File: src/logic/host_port_cfg_pkg.sv
// Package: offsets, field positions and encodings of the host port config bank
`default_nettype none
package host_port_cfg_pkg;
	localparam int CFG_W = 16;
	localparam int PAIRS = 8;
	// Byte addresses on the AXI4-Lite slave
	localparam logic [3:0] OFF_SERIAL_CFG = 4'h0;
	localparam logic [3:0] OFF_HOST_BUS_CFG = 4'h4;
	localparam logic [3:0] OFF_MODE = 4'h8;
	localparam logic [3:0] OFF_LOAD = 4'hC;
	localparam logic [15:0] CFG_RESET = 16'h0000;
	localparam int BUF_TYPE_LSB = 8;
	localparam int DIR_LSB = 0;
	localparam int BE_POL_BIT = 2;
	localparam int NONPOST_BIT = 1;
	localparam int ACK_DELAY_BIT = 0;
	localparam logic [15:0] HOST_BUS_MASK = 16'h0007;
	localparam logic [1:0] RESP_OKAY = 2'h0;
	localparam logic [1:0] RESP_SLVERR = 2'h2;
	typedef enum logic [1:0] {
		IF_SERIAL,
		IF_BUS_MUX,
		IF_BUS_DEMUX,
		IF_BUS_INDEXED
	} host_if_mode_t;
endpackage : host_port_cfg_pkg
`default_nettype wire

File: src/logic/cfg_load_if.sv
// Interface: start-up default load path into the config store
`timescale 1ns/1ns
`default_nettype none
interface cfg_load_if;
	logic        load;
	logic [15:0] value;
	logic [15:0] cfg;
	modport src (output load, output value, input cfg);
	modport store (input load, input value, output cfg);
endinterface : cfg_load_if
`default_nettype wire

File: src/logic/host_port_extended_config.sv
// Top: host port extended config bank with AXI4-Lite read access
//
// Added by the designer: the AXI4-Lite interface to the registers and the register offsets.
`timescale 1ns/1ns
`default_nettype none
// Summary of operation
// - Bits 15:8 pick pair buffer push-pull/open-drain
// - Bits 7:0 pick pair direction in/out
// - Fields reset zero, EEPROM default loaded
// - Bit 2 sets byte enable polarity
// - Bit 1 defers internal write to read
// - Bit 0 delays read acknowledge removal
// - Low byte at lowest address
module host_port_extended_config (
	input  wire logic         aclk,
	input  wire logic         aresetn,
	input  wire logic [1:0]   host_if_mode,
	input  wire logic         eeprom_load,
	input  wire logic [15:0]  eeprom_value,
	input  wire logic [5:0]   net_addr,
	output logic      [7:0]   net_rdata,
	output logic      [15:0]  io_open_drain,
	output logic      [15:0]  io_output_dir,
	output logic              byte_enable_pins_high,
	output logic              nonposted_write,
	output logic              read_ack_delay,
	input  wire logic [3:0]   s_axi_awaddr,
	input  wire logic         s_axi_awvalid,
	output logic              s_axi_awready,
	input  wire logic [31:0]  s_axi_wdata,
	input  wire logic [3:0]   s_axi_wstrb,
	input  wire logic         s_axi_wvalid,
	output logic              s_axi_wready,
	output logic      [1:0]   s_axi_bresp,
	output logic              s_axi_bvalid,
	input  wire logic         s_axi_bready,
	input  wire logic [3:0]   s_axi_araddr,
	input  wire logic         s_axi_arvalid,
	output logic              s_axi_arready,
	output logic      [31:0]  s_axi_rdata,
	output logic      [1:0]   s_axi_rresp,
	output logic              s_axi_rvalid,
	input  wire logic         s_axi_rready
);
	cfg_load_if lp ();
	logic [15:0] view;
	logic        serial_mode;
	logic        aw_seen_reg, aw_seen_next;
	logic        w_seen_reg, w_seen_next;
	logic        bvalid_reg, bvalid_next;
	logic        rvalid_reg, rvalid_next;
	logic [31:0] rdata_reg, rdata_next;
	logic [1:0]  rresp_reg, rresp_next;
	logic [7:0]  net_rdata_reg, net_rdata_next;
	logic [15:0] od_reg, od_next, dir_reg, dir_next;
	logic [2:0]  bus_reg, bus_next;

	assign lp.load = eeprom_load;
	assign lp.value = eeprom_value;

	cfg_store u_store (
		.aclk    (aclk),
		.aresetn (aresetn),
		.lp      (lp)
	);

	// One bit per pair fans out to both lines of the pair
	function automatic logic [15:0] pair_spread(input logic [7:0] b);
		logic [15:0] r;
		r = 16'h0000;
		for (int i = 0; i < host_port_cfg_pkg::PAIRS; i++) begin
			r[2*i]   = b[i];
			r[2*i+1] = b[i];
		end
		return r;
	endfunction : pair_spread

	assign serial_mode =
		host_if_mode == 2'(host_port_cfg_pkg::IF_SERIAL);

	// Same stored word, mode-specific view
	always_comb begin
		if (serial_mode) begin
			view = lp.cfg;
		end else begin
			view = lp.cfg & host_port_cfg_pkg::HOST_BUS_MASK;
		end
	end

	always_comb begin
		od_next = 16'h0000;
		dir_next = 16'h0000;
		bus_next = 3'h0;
		if (serial_mode) begin
			od_next = pair_spread(
				view[host_port_cfg_pkg::BUF_TYPE_LSB +: 8]);
			// Relies on the loader keeping these zero for bidirectional use
			dir_next = pair_spread(
				view[host_port_cfg_pkg::DIR_LSB +: 8]);
		end else begin
			// Polarity matters only for the mux and demux bus variants
			bus_next[2] = view[host_port_cfg_pkg::BE_POL_BIT] &&
				host_if_mode != 2'(host_port_cfg_pkg::IF_BUS_INDEXED);
			bus_next[1] = view[host_port_cfg_pkg::NONPOST_BIT];
			bus_next[0] = view[host_port_cfg_pkg::ACK_DELAY_BIT];
		end
	end

	// Network side reads bytes: low byte at address 0, high byte at 1, others read zero
	always_comb begin
		net_rdata_next = 8'h00;
		if (net_addr[5:1] == 5'h00) begin
			net_rdata_next = net_addr[0] ? view[15:8] : view[7:0];
		end
	end

	always_ff @(posedge aclk) begin
		if (!aresetn) begin
			od_reg <= 16'h0000;
			dir_reg <= 16'h0000;
			bus_reg <= 3'h0;
			net_rdata_reg <= 8'h00;
		end else begin
			od_reg <= od_next;
			dir_reg <= dir_next;
			bus_reg <= bus_next;
			net_rdata_reg <= net_rdata_next;
		end
	end

	assign io_open_drain = od_reg;
	assign io_output_dir = dir_reg;
	assign byte_enable_pins_high = bus_reg[2];
	assign nonposted_write = bus_reg[1];
	assign read_ack_delay = bus_reg[0];
	assign net_rdata = net_rdata_reg;

	// Writes are accepted and refused: every field is read-only
	assign s_axi_awready = !aw_seen_reg && !bvalid_reg;
	assign s_axi_wready = !w_seen_reg && !bvalid_reg;
	always_comb begin
		aw_seen_next = aw_seen_reg || (s_axi_awvalid && s_axi_awready);
		w_seen_next = w_seen_reg || (s_axi_wvalid && s_axi_wready);
		bvalid_next = bvalid_reg;
		if (bvalid_reg && s_axi_bready) begin
			bvalid_next = 1'b0;
		end else if (aw_seen_next && w_seen_next && !bvalid_reg) begin
			bvalid_next = 1'b1;
			aw_seen_next = 1'b0;
			w_seen_next = 1'b0;
		end
	end
	assign s_axi_bvalid = bvalid_reg;
	assign s_axi_bresp = host_port_cfg_pkg::RESP_SLVERR;

	assign s_axi_arready = !rvalid_reg;
	always_comb begin
		rvalid_next = rvalid_reg;
		rdata_next = rdata_reg;
		rresp_next = rresp_reg;
		if (rvalid_reg && s_axi_rready) begin
			rvalid_next = 1'b0;
		end else if (s_axi_arvalid && !rvalid_reg) begin
			rvalid_next = 1'b1;
			rresp_next = host_port_cfg_pkg::RESP_OKAY;
			rdata_next = 32'h0000_0000;
			case (s_axi_araddr)
				host_port_cfg_pkg::OFF_SERIAL_CFG:
					rdata_next = {16'h0000, serial_mode ? view : 16'h0000};
				host_port_cfg_pkg::OFF_HOST_BUS_CFG:
					rdata_next = {16'h0000, serial_mode ? 16'h0000 : view};
				host_port_cfg_pkg::OFF_MODE:
					rdata_next = {30'h0, host_if_mode};
				host_port_cfg_pkg::OFF_LOAD:
					rdata_next = {16'h0000, lp.cfg};
				default:
					rresp_next = host_port_cfg_pkg::RESP_SLVERR;
			endcase
		end
	end
	assign s_axi_rvalid = rvalid_reg;
	assign s_axi_rdata = rdata_reg;
	assign s_axi_rresp = rresp_reg;

	always_ff @(posedge aclk) begin
		if (!aresetn) begin
			aw_seen_reg <= 1'b0;
			w_seen_reg <= 1'b0;
			bvalid_reg <= 1'b0;
			rvalid_reg <= 1'b0;
			rdata_reg <= 32'h0000_0000;
			rresp_reg <= 2'h0;
		end else begin
			aw_seen_reg <= aw_seen_next;
			w_seen_reg <= w_seen_next;
			bvalid_reg <= bvalid_next;
			rvalid_reg <= rvalid_next;
			rdata_reg <= rdata_next;
			rresp_reg <= rresp_next;
		end
	end

	property p_od_pair;
		@(posedge aclk) disable iff (!aresetn)
		serial_mode |=> io_open_drain[15] == $past(lp.cfg[15])
			&& io_open_drain[0] == $past(lp.cfg[8]);
	endproperty
	a_od_pair: assert property (p_od_pair)
		else $error("buffer type pair mapping wrong");

	property p_dir_pair;
		@(posedge aclk) disable iff (!aresetn)
		serial_mode |=> io_output_dir[14] == $past(lp.cfg[7])
			&& io_output_dir[1] == $past(lp.cfg[0]);
	endproperty
	a_dir_pair: assert property (p_dir_pair)
		else $error("direction pair mapping wrong");

	property p_be_pol;
		@(posedge aclk) disable iff (!aresetn)
		!serial_mode
			&& host_if_mode != 2'(host_port_cfg_pkg::IF_BUS_INDEXED)
			|=> byte_enable_pins_high == $past(lp.cfg[2]);
	endproperty
	a_be_pol: assert property (p_be_pol)
		else $error("byte enable polarity wrong");

	// Indexed variant has no byte enables, so polarity must stay idle
	property p_be_indexed;
		@(posedge aclk) disable iff (!aresetn)
		host_if_mode == 2'(host_port_cfg_pkg::IF_BUS_INDEXED)
			|=> !byte_enable_pins_high;
	endproperty
	a_be_indexed: assert property (p_be_indexed)
		else $error("byte enable polarity set in indexed mode");

	property p_serial_bus_idle;
		@(posedge aclk) disable iff (!aresetn)
		serial_mode |=> !byte_enable_pins_high && !nonposted_write
			&& !read_ack_delay;
	endproperty
	a_serial_bus_idle: assert property (p_serial_bus_idle)
		else $error("bus layout outputs active in serial mode");

	property p_bus_io_idle;
		@(posedge aclk) disable iff (!aresetn)
		!serial_mode |=> io_open_drain == 16'h0000
			&& io_output_dir == 16'h0000;
	endproperty
	a_bus_io_idle: assert property (p_bus_io_idle)
		else $error("serial layout outputs active in bus mode");

	property p_nonpost;
		@(posedge aclk) disable iff (!aresetn)
		!serial_mode |=> nonposted_write == $past(lp.cfg[1]);
	endproperty
	a_nonpost: assert property (p_nonpost)
		else $error("write posting select wrong");

	property p_ack;
		@(posedge aclk) disable iff (!aresetn)
		!serial_mode |=> read_ack_delay == $past(lp.cfg[0]);
	endproperty
	a_ack: assert property (p_ack)
		else $error("ack removal select wrong");

	property p_net_byte;
		@(posedge aclk) disable iff (!aresetn)
		net_addr == 6'h01 |=> net_rdata == $past(view[15:8]);
	endproperty
	a_net_byte: assert property (p_net_byte)
		else $error("byte order wrong");

	property p_net_low;
		@(posedge aclk) disable iff (!aresetn)
		net_addr == 6'h00 |=> net_rdata == $past(view[7:0]);
	endproperty
	a_net_low: assert property (p_net_low)
		else $error("low byte not at lowest address");

	property p_mode_view;
		@(posedge aclk) disable iff (!aresetn)
		s_axi_arvalid && s_axi_arready && !serial_mode
			&& s_axi_araddr == host_port_cfg_pkg::OFF_SERIAL_CFG
			|=> s_axi_rvalid && s_axi_rdata == 32'h0000_0000;
	endproperty
	a_mode_view: assert property (p_mode_view)
		else $error("inactive layout visible");

	property p_reserved;
		@(posedge aclk) disable iff (!aresetn)
		s_axi_rvalid && s_axi_araddr == host_port_cfg_pkg::OFF_HOST_BUS_CFG
			&& !serial_mode |-> s_axi_rdata[15:3] == 13'h0;
	endproperty
	a_reserved: assert property (p_reserved)
		else $error("reserved bits nonzero");

	property p_wr_refused;
		@(posedge aclk) disable iff (!aresetn)
		s_axi_bvalid |-> s_axi_bresp == host_port_cfg_pkg::RESP_SLVERR;
	endproperty
	a_wr_refused: assert property (p_wr_refused)
		else $error("write not refused");

	c_read: cover property (@(posedge aclk) s_axi_rvalid && s_axi_rready);
	c_write: cover property (@(posedge aclk) s_axi_bvalid && s_axi_bready);
	c_serial_od: cover property (@(posedge aclk) io_open_drain != 16'h0);
	c_nonpost: cover property (@(posedge aclk) nonposted_write);
endmodule : host_port_extended_config
`default_nettype wire

File: src/logic/cfg_store.sv
// Read-only config word that takes its default from the start-up loader
`timescale 1ns/1ns
`default_nettype none
module cfg_store (
	input  wire logic aclk,
	input  wire logic aresetn,
	cfg_load_if.store lp
);
	logic [15:0] cfg_reg;
	logic [15:0] cfg_next;

	always_comb begin
		cfg_next = cfg_reg;
		if (lp.load) begin
			cfg_next = lp.value;
		end
	end

	always_ff @(posedge aclk) begin
		if (!aresetn) begin
			cfg_reg <= host_port_cfg_pkg::CFG_RESET;
		end else begin
			cfg_reg <= cfg_next;
		end
	end

	assign lp.cfg = cfg_reg;

	property p_load_takes;
		@(posedge aclk) disable iff (!aresetn)
		lp.load |=> cfg_reg == $past(lp.value);
	endproperty
	a_load_takes: assert property (p_load_takes)
		else $error("config default not loaded");

	property p_hold;
		@(posedge aclk) disable iff (!aresetn)
		!lp.load |=> $stable(cfg_reg);
	endproperty
	a_hold: assert property (p_hold)
		else $error("config changed without load");
endmodule : cfg_store
`default_nettype wire

File: config.mk
export PLATFORM = sky130hd
export DESIGN_NAME = host_port_extended_config
export DESIGN_NICKNAME = d
export VERILOG_FILES = /design/src/logic/host_port_cfg_pkg.sv /design/src/logic/cfg_load_if.sv /design/src/logic/host_port_extended_config.sv /design/src/logic/cfg_store.sv
export SDC_FILE = /design/constraint.sdc
export NUM_CORES = 1
export LEC_CHECK = 0
export ABC_AREA = 1
export BUFFER_PORTS_ARGS = -buffer_cell sky130_fd_sc_hd__buf_2
export CAP_MARGIN = 20
export CORE_ASPECT_RATIO = 0.75
export CORE_UTILIZATION = 43
export DETAILED_ROUTE_END_ITERATION = 7
export PLACE_DENSITY = 0.87
export SLEW_MARGIN = 10
export SYNTH_ARGS = -nofsm -noshare
export SYNTH_HDL_FRONTEND = slang
export SYNTH_SLANG_ARGS = --single-unit
export TNS_END_PERCENT = 30
File: constraint.sdc
create_clock -name aclk -period 1.2 [get_ports aclk]
set_input_delay 0 -clock aclk [delete_from_list [all_inputs] [get_ports aclk]]
set_output_delay 0 -clock aclk [all_outputs]
set_load 0.1 [all_outputs]
==> results of run 1 <==
## metal layers
metal	up-vias	global-route usage [%]	part of all wire, %
met1	1130	27.6	42
met2	126	36.0	47
met4	0	7.01	1.5
met3	10	8.28	9.2
li1	1278	-	-
met5	-	0	0
## cell usage after synthesis (all sizes together) (2+ instances only)
| master | instances |
|---|---|
| dfxtp | 64 |
| nor2 | 72 |
| buf | 44 |
| clkbuf | 5 |
| a211oi | 4 |
| a21oi | 25 |
| o21ai | 30 |
| conb | 2 |
| nand3 | 18 |
| inv | 16 |
| nand2 | 65 |
## metrics by stage
stage / power [mW] / utilization (%) / setup TNS (ps) / hold WS [ps]
5_1_grt: 5.25 / 59.3 / 0 / 39.7
2_1_floorplan: 3.23 / - / -14870 / 95.1
6_report: 5.04 / 59.3 / 0 / 25.9
3_3_place_gp: 3.35 / 51.9 / 0 / 223
4_1_cts: 5.05 / 58.8 / 0 / 16.2
3_5_place_dp: 3.37 / 51.9 / 0 / 229
## what timing repair did
action                                  CTS  global route
endpoints found under the hold margin    21             0
gates cloned                              0             0
endpoints found under the setup margin    4             2
pin swaps                                 0             1
buffers inserted                          0             1
hold buffers                             22             0
gates resized for setup                   4             4
## worst max path at each step
stage,startpoint,to,cells past startpoint
6_report,io_open_drain[11],io_open_drain[11],1
5_1_grt,s_axi_rvalid,s_axi_rdata[9],5
4_1_cts,s_axi_rvalid,s_axi_rdata[1],7
3_5_place_dp,s_axi_rvalid,s_axi_rdata[1],7
3_3_place_gp,s_axi_araddr[1],s_axi_rdata[8],6
2_1_floorplan,s_axi_rvalid,s_axi_rvalid,5
## kinds of logic after synthesis
kind of cell | after synthesis | synth area share [%]
buf+inv | 66 | 15.4
simple gates | 156 | 23.9
compound gates | 61 | 12.4
flops | 64 | 48.0
other cells | 2 | 0.281
## final cells by class
cell class	instances	area share [%]
well taps	78	2.78
inverters	17	2.28
repair buffers	130	23.3
multi-input cells	236	30.1
clock inverters	3	0.499
clock buffers	12	4.42
flip-flops and latches	64	36.6
## power by group through the flow
| stage | logic (mW) | registers [mW] | clock network, mW |
|---|---|---|---|
| 6_report | 1.15 | 2.27 | 1.63 |
| 5_1_grt | 1.20 | 2.27 | 1.77 |
| 4_1_cts | 1.13 | 2.26 | 1.66 |
| 3_5_place_dp | 1.06 | 2.31 | 0 |
| 3_3_place_gp | 1.05 | 2.31 | 0 |
| 2_1_floorplan | 0.750 | 2.48 | 0 |
==> key figures, run 1 <==
Floorplanning
  – Core Rows: 24
  – Die Wd: slightly above 90 µm
  – Total die area: 6530 µm²
  – Core area: roughly 5900 µm²
  – Starting Density: between 40% and 50%
  – Die height: approximately 70 µm
  – I/O pin count: 160

Setup path
  – Top delay family on crit path: buffers and inverters
  – Reg2Reg Depth: 5
  – Crit path kind: reg2out
  – Endpoint type of the worst setup path: output port
  – Crit-path max FO: 2
  – Setup crit start kind: register
  – Critical register-to-register path startpoint: s_axi_rvalid
  – R2R setup slack: roughly 100 ps
  – Crit-path slowest cell: buf_2
  – Critical-path cell list: buf_2
  – Crit path required time: 1200 ps
  – Worst EP arrival: around 1100 ps
  – Max incr delay on CP: 430 ps
  – CP bufs+invs: 1
  – FF-to-FF End: s_axi_rdata[0]

Layout
  – Area Growth Syn to Fin: 31.3%
  – # fillers: ~540
  – Most common cell after layout, fill and taps aside: buf_2
  – ANT cells: 0
  – Most frequent cells in the layout: buf_2 (96), nor2_1 (66), nand2_1 (63), dfxtp_1 (63)
  – Final Cell Area: 3510 µm²
  – Layout Nets: 534
  – Fin cells: 540
  – Layout cells sized above 1: 29.7%
  – Sequential cell area: between 1000 and 1500 µm²
  – Multi-input combinational cell area: 1060 µm²

Power
  – Clk pwr share: 32.3%
  – Worst VDD drop: approximately 0.7 mV
  – Comb power frac: about 23%
  – Leakage power: approximately 1.6 nW
  – Power density over the cells: between 1000 and 1500 nW/µm²
  – Sw frac: a little over a third
  – P_int: 3.28 mW
  – Switching power: 1.76 mW
  – Sequential Power Share: approximately 45%

Clock network
  – H-Tree Level Count: 3
  – Clock root buffer: clkbuf_8
  – Max clock buf depth: 2
  – Total CTS buffers: 9
  – Reg clk slew, reported paths: roughly 70 ps
  – Skew-Pair Late Insertion Delay: roughly 340 ps
  – CTS tree: yes
  – CTS sink cnt: 64

Routing
  – Wirelength per Cell: 13.0 µm
  – Initial DRC Count: 189
  – Vias per cell: between 4 and 5
  – Detailed Routing Iterations Pass 1: 5
  – DRC errors left: 0
  – Final ANT Viol Nets: 0
  – Total Wirelength: about 7.0 mm
  – Vias: about 2500

Place
  – Port buffer count: 100
  – Inst Count DP: roughly 500
  – Post-Place Cell Area: 3070 µm²
  – Post-DP HPWL: approximately 5.0 mm
  – GPL Wtd Cong: approximately 0.87
  – Pre-CTS setup slack: around 56 ps

Synthesis
  – Asr flop ratio synth: 0%
  – Cells after synthesis: 349
  – Yosys top cell area share: between 40% and 50%
  – Number of library cell types mapped by synthesis: 24
  – Syn Std Cell Area: approximately 2700 µm²
  – Number of synthesized flops with an enable pin: 0
  – Most used DFF post-synth: dfxtp_1
  – Synth Register Bits: 64
  – Register area share after synthesis: between 40% and 50%
  – Synth top area cells: dfxtp_1 (48%), buf_4 (10%), nor2_1 (9.7%)
  – Cell taking the most area after synthesis: dfxtp_1
  – Ys Warns: 0
  – Syn_area_per_cell: 7.65 µm²

GRT
  – GRT Overall Usage: roughly 22%
  – Largest net degree at the start of global routing: 26
  – Vias in the first global route: roughly 2200
  – First-pass GRT wire length: approximately 11 mm
  – GR Overflow Total: 0
  – Initial antenna violation count: 0

Hold path
  – Hold path start: s_axi_wvalid
  – Hold Path Sink: w_seen_reg
  – Hold crit path type: in2reg
  – Hold Crit Depth: 4

STA
  – Clock skew: approximately 9.6 ps
  – Final hold viol count: 0
  – Final min period: about 1100 ps
  – Crit share post-route: between 90 and 100%
  – Setup Viol. Count Final: 0
  – Max-slew violations: 0
  – RSZ-0062 raised after global routing: false
  – Fmax: 885 MHz
  – Final setup margin: between 60 and 70 ps

Run status
  – Status: completed

Flow run
  – Max_cap viols: 0
Power figures use the tool's default switching activity.
==> inputs of run 2 (changes only) <==
CELL_PAD_IN_SITES_DETAIL_PLACEMENT = 1   (was not set)
CELL_PAD_IN_SITES_GLOBAL_PLACEMENT = 2   (was not set)
CORE_UTILIZATION = 22   (was 43)
PLACE_DENSITY = 0.86   (was 0.87)
==> run 2 against run 1 <==
  * Flip-flop and latch count unchanged
  * Highest routed layer unchanged
  * Combinational power about the same
  * Maximum frequency is 0.20% lower
  * Global-route usage fell by 8.7 points
  * Final cell count increased by 15%
  * Die area is 93% higher
  * Setup slack worse by 2.3 ps
  * Non-clock buffer count is 3 lower
  * Count of clock-buffer cells in the layout down 1
  * Utilization down 28 points
==> key figures, run 2 (synthesized netlist as in run 1, its figures left out) <==
Floorplanning
  – Core area: around 12000 µm²
  – Die Wd: between 100 and 150 µm
  – Die height: 97.4 µm
  – I/O pin count: 160
  – Starting Density: between 20% and 30%
  – Core Rows: 34
  – Total die area: around 13000 µm²

STA
  – Clock skew: ~4.8 ps
  – RSZ-0062 raised after global routing: true
  – TNS Setup: 0 ps
  – Setup Viol. Count Final: 0
  – Max-slew violations: 0
  – Final hold viol count: 0
  – Final setup margin: 67.3 ps
  – Crit share post-route: 94.4%
  – Final min period: approximately 1100 ps
  – Fmax: roughly 900 MHz

Setup path
  – Crit-path slowest cell: buf_2
  – Endpoint type of the worst setup path: output port
  – Top delay family on crit path: buffers and inverters
  – Setup crit start kind: register
  – Critical-path cell list: buf_2
  – Worst EP arrival: roughly 1100 ps
  – Max incr delay on CP: ~440 ps
  – Crit path required time: 1200 ps
  – CP bufs+invs: 1
  – Crit path kind: reg2out
  – Crit-path max FO: 2

Layout
  – Most frequent cells in the layout: buf_2 (96), nor2_1 (67), nand2_1 (63), dfxtp_1 (63), a21oi_1 (22)
  – Layout Nets: between 500 and 600
  – Area Growth Syn to Fin: 39.2%
  – Most common cell after layout, fill and taps aside: buf_2
  – Layout cells sized above 1: around 30%
  – # fillers: 1427
  – ANT cells: 0

Routing
  – Total Wirelength: between 8 and 9 mm
  – Vias per cell: ~4
  – Detailed Routing Iterations Pass 1: 4
  – Initial DRC Count: between 100 and 150
  – Vias: ~2500
  – Final ANT Viol Nets: 0
  – DRC errors left: 0
  – Wirelength per Cell: about 13 µm

Place
  – Port buffer count: 100
  – Pre-CTS setup slack: between 15 and 20 ps
  – GPL Wtd Cong: roughly 0.77
  – Post-DP HPWL: between 5 and 6 mm

Flow run
  – Max_cap viols: 0

Clock network
  – H-Tree Level Count: 3
  – Clock root buffer: clkbuf_16
  – Reg clk slew, reported paths: ~60 ps
  – Skew-Pair Late Insertion Delay: between 300 and 400 ps
  – Max clock buf depth: 2
  – CTS tree: yes
  – Total CTS buffers: 9
  – CTS sink cnt: 64
  – Post-CTS Setup Bufs: 0

Power
  – Leakage power: 1.69 nW
  – Power density over the cells: 1660 nW/µm²
  – Worst VDD drop: about 0.8 mV
  – Final Total Pwr: slightly above 6 mW

GRT
  – First-pass GRT wire length: 12.9 mm
  – Largest net degree at the start of global routing: 32
  – Initial antenna violation count: 0
  – GR Overflow Total: 0
  – Vias in the first global route: 2615
  – GRT Overall Usage: around 14%

Run status
  – Status: completed

Hold path
  – Hold crit path type: in2reg
[run 2: cell types whose count changed in the layout (fill, tap and decap cells not counted), moves of 2 or more]
cell,before,now
clkbuf_16,0,10
clkbuf_8,11,1
clkinv_2,2,0
clkinvlp_4,2,4
dlygate4sd3_1,22,20
[run 2: layout make-up]
cell class	instances	area [µm²]	area share (%)
Sequential cell	64	1280	34.6
Multi-Input combinational cell	236	1050	28.4
Timing Repair Buffer	127	776	20.9
Clock buffer	11	264	7.10
Tap cell	162	203	5.45
Inverter	17	75.1	2.02
Clock inverter	5	61.3	1.65
[run 2: through the flow]
step,cell area (µm²),utilization (%),hold slack [ps],cells
global placement,3180,27.2,224,586
CTS,3710,31.7,16.6,622
floorplan,2760,-,95.1,366
global route,3720,31.8,72.6,622
detailed placement,3180,27.2,233,586
finish,3720,31.8,43.6,622
[run 2: path summary, 6_finish.rpt]
check | start | endpoint | slack [ps] | cells past startpoint
max | io_open_drain[13] | io_open_drain[12] | 70 | 1
min | s_axi_arvalid | s_axi_rdata[12] | 40 | 4
max reg2reg | s_axi_rvalid | s_axi_rdata[0] | 80 | 5
min reg2reg | s_axi_rdata[7] | s_axi_rdata[7] | 460 | 2
[run 2: what timing repair did]
action                                 CTS  global route
setup endpoints to repair                3             5
endpoints found under the hold margin   19             0
gates resized for setup                  3             3
hold buffers                            20             0
[run 2: power by group]
part	switching (mW)	total (mW)	leakage [nW]	internal (mW)
logic	0.923	1.15	1.02	0.225
clock network	0.953	2.75	0.150	1.80
registers	0.0608	2.26	0.522	2.20
total	1.94	6.16	1.69	4.22
[run 2: metal layers]
| layer | part of all wire [%] | global-route usage, % |
|---|---|---|
| met2 | 47 | 21.8 |
| met1 | 47 | 17.2 |
| met5 | 0 | 0 |
| met3 | 5.0 | 4.13 |
| met4 | 0.48 | 4.62 |
==> inputs of run 3 (changes only) <==
CELL_PAD_IN_SITES_DETAIL_PLACEMENT = not set   (was 1)
CELL_PAD_IN_SITES_GLOBAL_PLACEMENT = not set   (was 2)
CORE_UTILIZATION = 44   (was 22)
PLACE_DENSITY = 0.87   (was 0.86)
SYNTH_HIERARCHICAL = 1   (was not set)
==> run 3 against run 2 <==
  * Critical path depth is the same
  * Largest power group is now sequential cells
  * Sequential share of layout area grew 1.1 points
  * Wire length is 17% lower
  * Non-clock buffer count fell by 1
  * Flip-flop and latch count unchanged
  * Final cell count decreased by 9.3%
  * Register-to-register slack improved by 30 ps
  * Worst hold slack got worse by 32 ps
  * Die area down 47%
==> key figures, run 3 <==
Layout
  – Most common cell after layout, fill and taps aside: buf_2
  – # fillers: 550
  – Layout cells sized above 1: between 30% and 40%
  – Multi-input combinational cell area: 1120 µm²
  – Most frequent cells in the layout: buf_2 (96), nand2_1 (90), nor2_1 (69)
  – Fin util: between 60% and 70%
  – Layout Nets: ~560
  – Sequential cell area: 1280 µm²
  – Area Growth Syn to Fin: 28.3%
  – ANT cells: 0
  – Final Cell Area: roughly 3600 µm²

Synthesis
  – Synth Area in Simple Gates: 27.0%
  – Synth Area in XOR/XNOR: 0%
  – Register area share after synthesis: roughly 46%
  – Post-Synth Adder-Cell Area: 0%
  – Syn Std Cell Area: 2810 µm²
  – Top post-synthesis cells by count: nand2_1 (91), nor2_1 (71), dfxtp_1 (64)
  – Mux contribution to synthesized area: less than 1%
  – Compound-Gate Fraction of Synth Area: about a tenth
  – Most used DFF post-synth: dfxtp_1
  – Syn_area_per_cell: between 7 and 8 µm²
  – Main combinational cell family by area after synthesis: simple AND/OR/NAND/NOR gates
  – Number of synthesized flops with an enable pin: 0
  – Most numerous cell in the Yosys netlist: nand2_1
  – Yosys top cell area share: a little under half
  – Cells after synthesis: 378
  – Ys Warns: 6
  – Synth Register Bits: 64
  – Synth top area cells: dfxtp_1 (46%), nand2_1 (12%), buf_4 (9.9%)
  – Asr flop ratio synth: 0%
  – Cell taking the most area after synthesis: dfxtp_1
  – Number of library cell types mapped by synthesis: 25

Power
  – Comb power frac: approximately 22%
  – Sequential Power Share: between 40% and 50%
  – Worst VDD drop: 0.959 mV
  – Final Total Pwr: approximately 5.2 mW
  – Switching power: around 1.8 mW
  – P_int: roughly 3.4 mW
  – Leakage power: ~1.8 nW
  – Power density over the cells: 1450 nW/µm²
  – Clk pwr share: 34.3%
  – Sw frac: between 30% and 40%

STA
  – RSZ-0062 raised after global routing: false
  – Fmax: approximately 900 MHz
  – Final min period: around 1100 ps
  – Max_slew headroom: between 60% and 70%
  – Clock skew: around 6.3 ps
  – Worst hold slack: 11.3 ps
  – Slew of the pin with the lowest slew margin: approximately 500 ps
  – Setup Viol. Count Final: 0
  – Final hold viol count: 0
  – Crit share post-route: 93.0%
  – Max-slew violations: 0

Setup path
  – Top delay family on crit path: buffers and inverters
  – Levels on crit path: 1
  – Critical-path cell list: buf_2
  – Crit-path slowest cell: buf_2
  – Crit-path max FO: 2
  – Crit path required time: about 1200 ps
  – Setup crit start kind: register
  – CP bufs+invs: 1
  – R2R setup slack: 110 ps
  – CP startpoint: io_output_dir[7]
  – FF-to-FF End: s_axi_rdata[1]
  – Endpoint type of the worst setup path: output port
  – Max incr delay on CP: about 430 ps
  – Reg2Reg Depth: 5
  – Crit path kind: reg2out
  – Worst EP arrival: 1120 ps
  – CP Capture Point: io_output_dir[7]
  – Critical register-to-register path startpoint: s_axi_rvalid

Place
  – GPL Wtd Cong: roughly 0.87
  – Port buffer count: 100
  – Post-Place Cell Area: 3170 µm²
  – Post-DP HPWL: about 4.7 mm

GRT
  – First-pass GRT wire length: between 10 and 15 mm
  – Met2 Track Usage GR: around 33%
  – M1 GR Usage: 27.7%
  – Met3 usage: under 10%
  – Largest net degree at the start of global routing: 33
  – Initial antenna violation count: 0
  – Vias in the first global route: 2389
  – GR Overflow Total: 0
  – GRT Overall Usage: roughly a fifth
  – GR peak layer: met2

Run status
  – Status: completed

Floorplanning
  – Die height: around 70 µm
  – I/O pin count: 160
  – Core area: around 6000 µm²
  – Starting Density: ~47%
  – Die Wd: roughly 94 µm
  – Core Rows: 24
  – Total die area: approximately 6700 µm²

Routing
  – Total Wirelength: around 6.7 mm
  – Initial DRC Count: around 180
  – Detailed Routing Iterations Pass 1: 5
  – Final ANT Viol Nets: 0
  – Vias: about 2600
  – DRC errors left: 0
  – Wirelength per Cell: about 12 µm
  – Vias per cell: around 4.6

Clock network
  – Clock root buffer: clkbuf_8
  – CTS sink cnt: 64
  – Max clock buf depth: 2
  – Reg clk slew, reported paths: 70 ps
  – Total CTS buffers: 9
  – H-Tree Level Count: 3
  – Skew-Pair Late Insertion Delay: ~340 ps
  – Post-CTS Setup Bufs: 0
  – CTS tree: yes

Hold path
  – Hold crit path type: in2reg

Flow run
  – Max_cap viols: 0
-- run 3: cell families (layout without fill, tap and decap cells) --
kind of cell	Yosys count	after routing
and+or+nand+nor	184	184
DFF	64	64
other	2	19
AOI/OAI and AO/OA	45	45
muxes	1	1
buffers and inverters	82	173
-- run 3: routing by layer --
layer	vias up	wire [µm]
met2	116	3060
met4	0	18
met1	1165	3040
li1	1318	-
met5	-	0
met3	2	559
-- run 3: metrics by stage --
stage	setup TNS (ps)	instances	setup WS, ps
final	0	564	84.2
after global routing	0	564	10.5
after CTS	0	564	56.9
after detailed placement	0	527	75.9
after global placement	0	527	114
after floorplan	-15050	395	-618
-- run 3: worst min-delay path by stage --
stage	startpoint	slack, ps	to	depth (start not counted)
after floorplan	host_if_mode[0]	90	bus_reg[2]	1
after global placement	host_if_mode[0]	280	bus_reg[2]	2
after detailed placement	host_if_mode[0]	280	bus_reg[2]	2
after CTS	host_if_mode[0]	1	net_rdata[5]	4
after global routing	host_if_mode[0]	20	net_rdata[5]	4
final	host_if_mode[0]	10	net_rdata[5]	4
-- run 3: final cells by class --
type | instances | area share (%)
inverter | 32 | 3.65
tap | 78 | 2.71
sequential | 64 | 35.7
clock inverter | 5 | 1.60
multi-input combinational | 249 | 31.1
clock buffer | 10 | 3.82
timing repair buffer | 126 | 21.5
-- run 3: power groups by stage --
stage / clock network [mW] / registers [mW] / logic, mW
2_1_floorplan: 0 / 2.49 / 0.797
3_3_place_gp: 0 / 2.31 / 1.07
3_5_place_dp: 0 / 2.31 / 1.09
4_1_cts: 1.84 / 2.26 / 1.16
5_1_grt: 1.95 / 2.27 / 1.23
6_report: 1.79 / 2.27 / 1.16
-- run 3: repair_timing --
action                                  CTS  global route
resized for setup                         4             2
endpoints found under the hold margin    21             0
cloned                                    0             0
endpoints found under the setup margin    4             2
hold buffers                             22             0
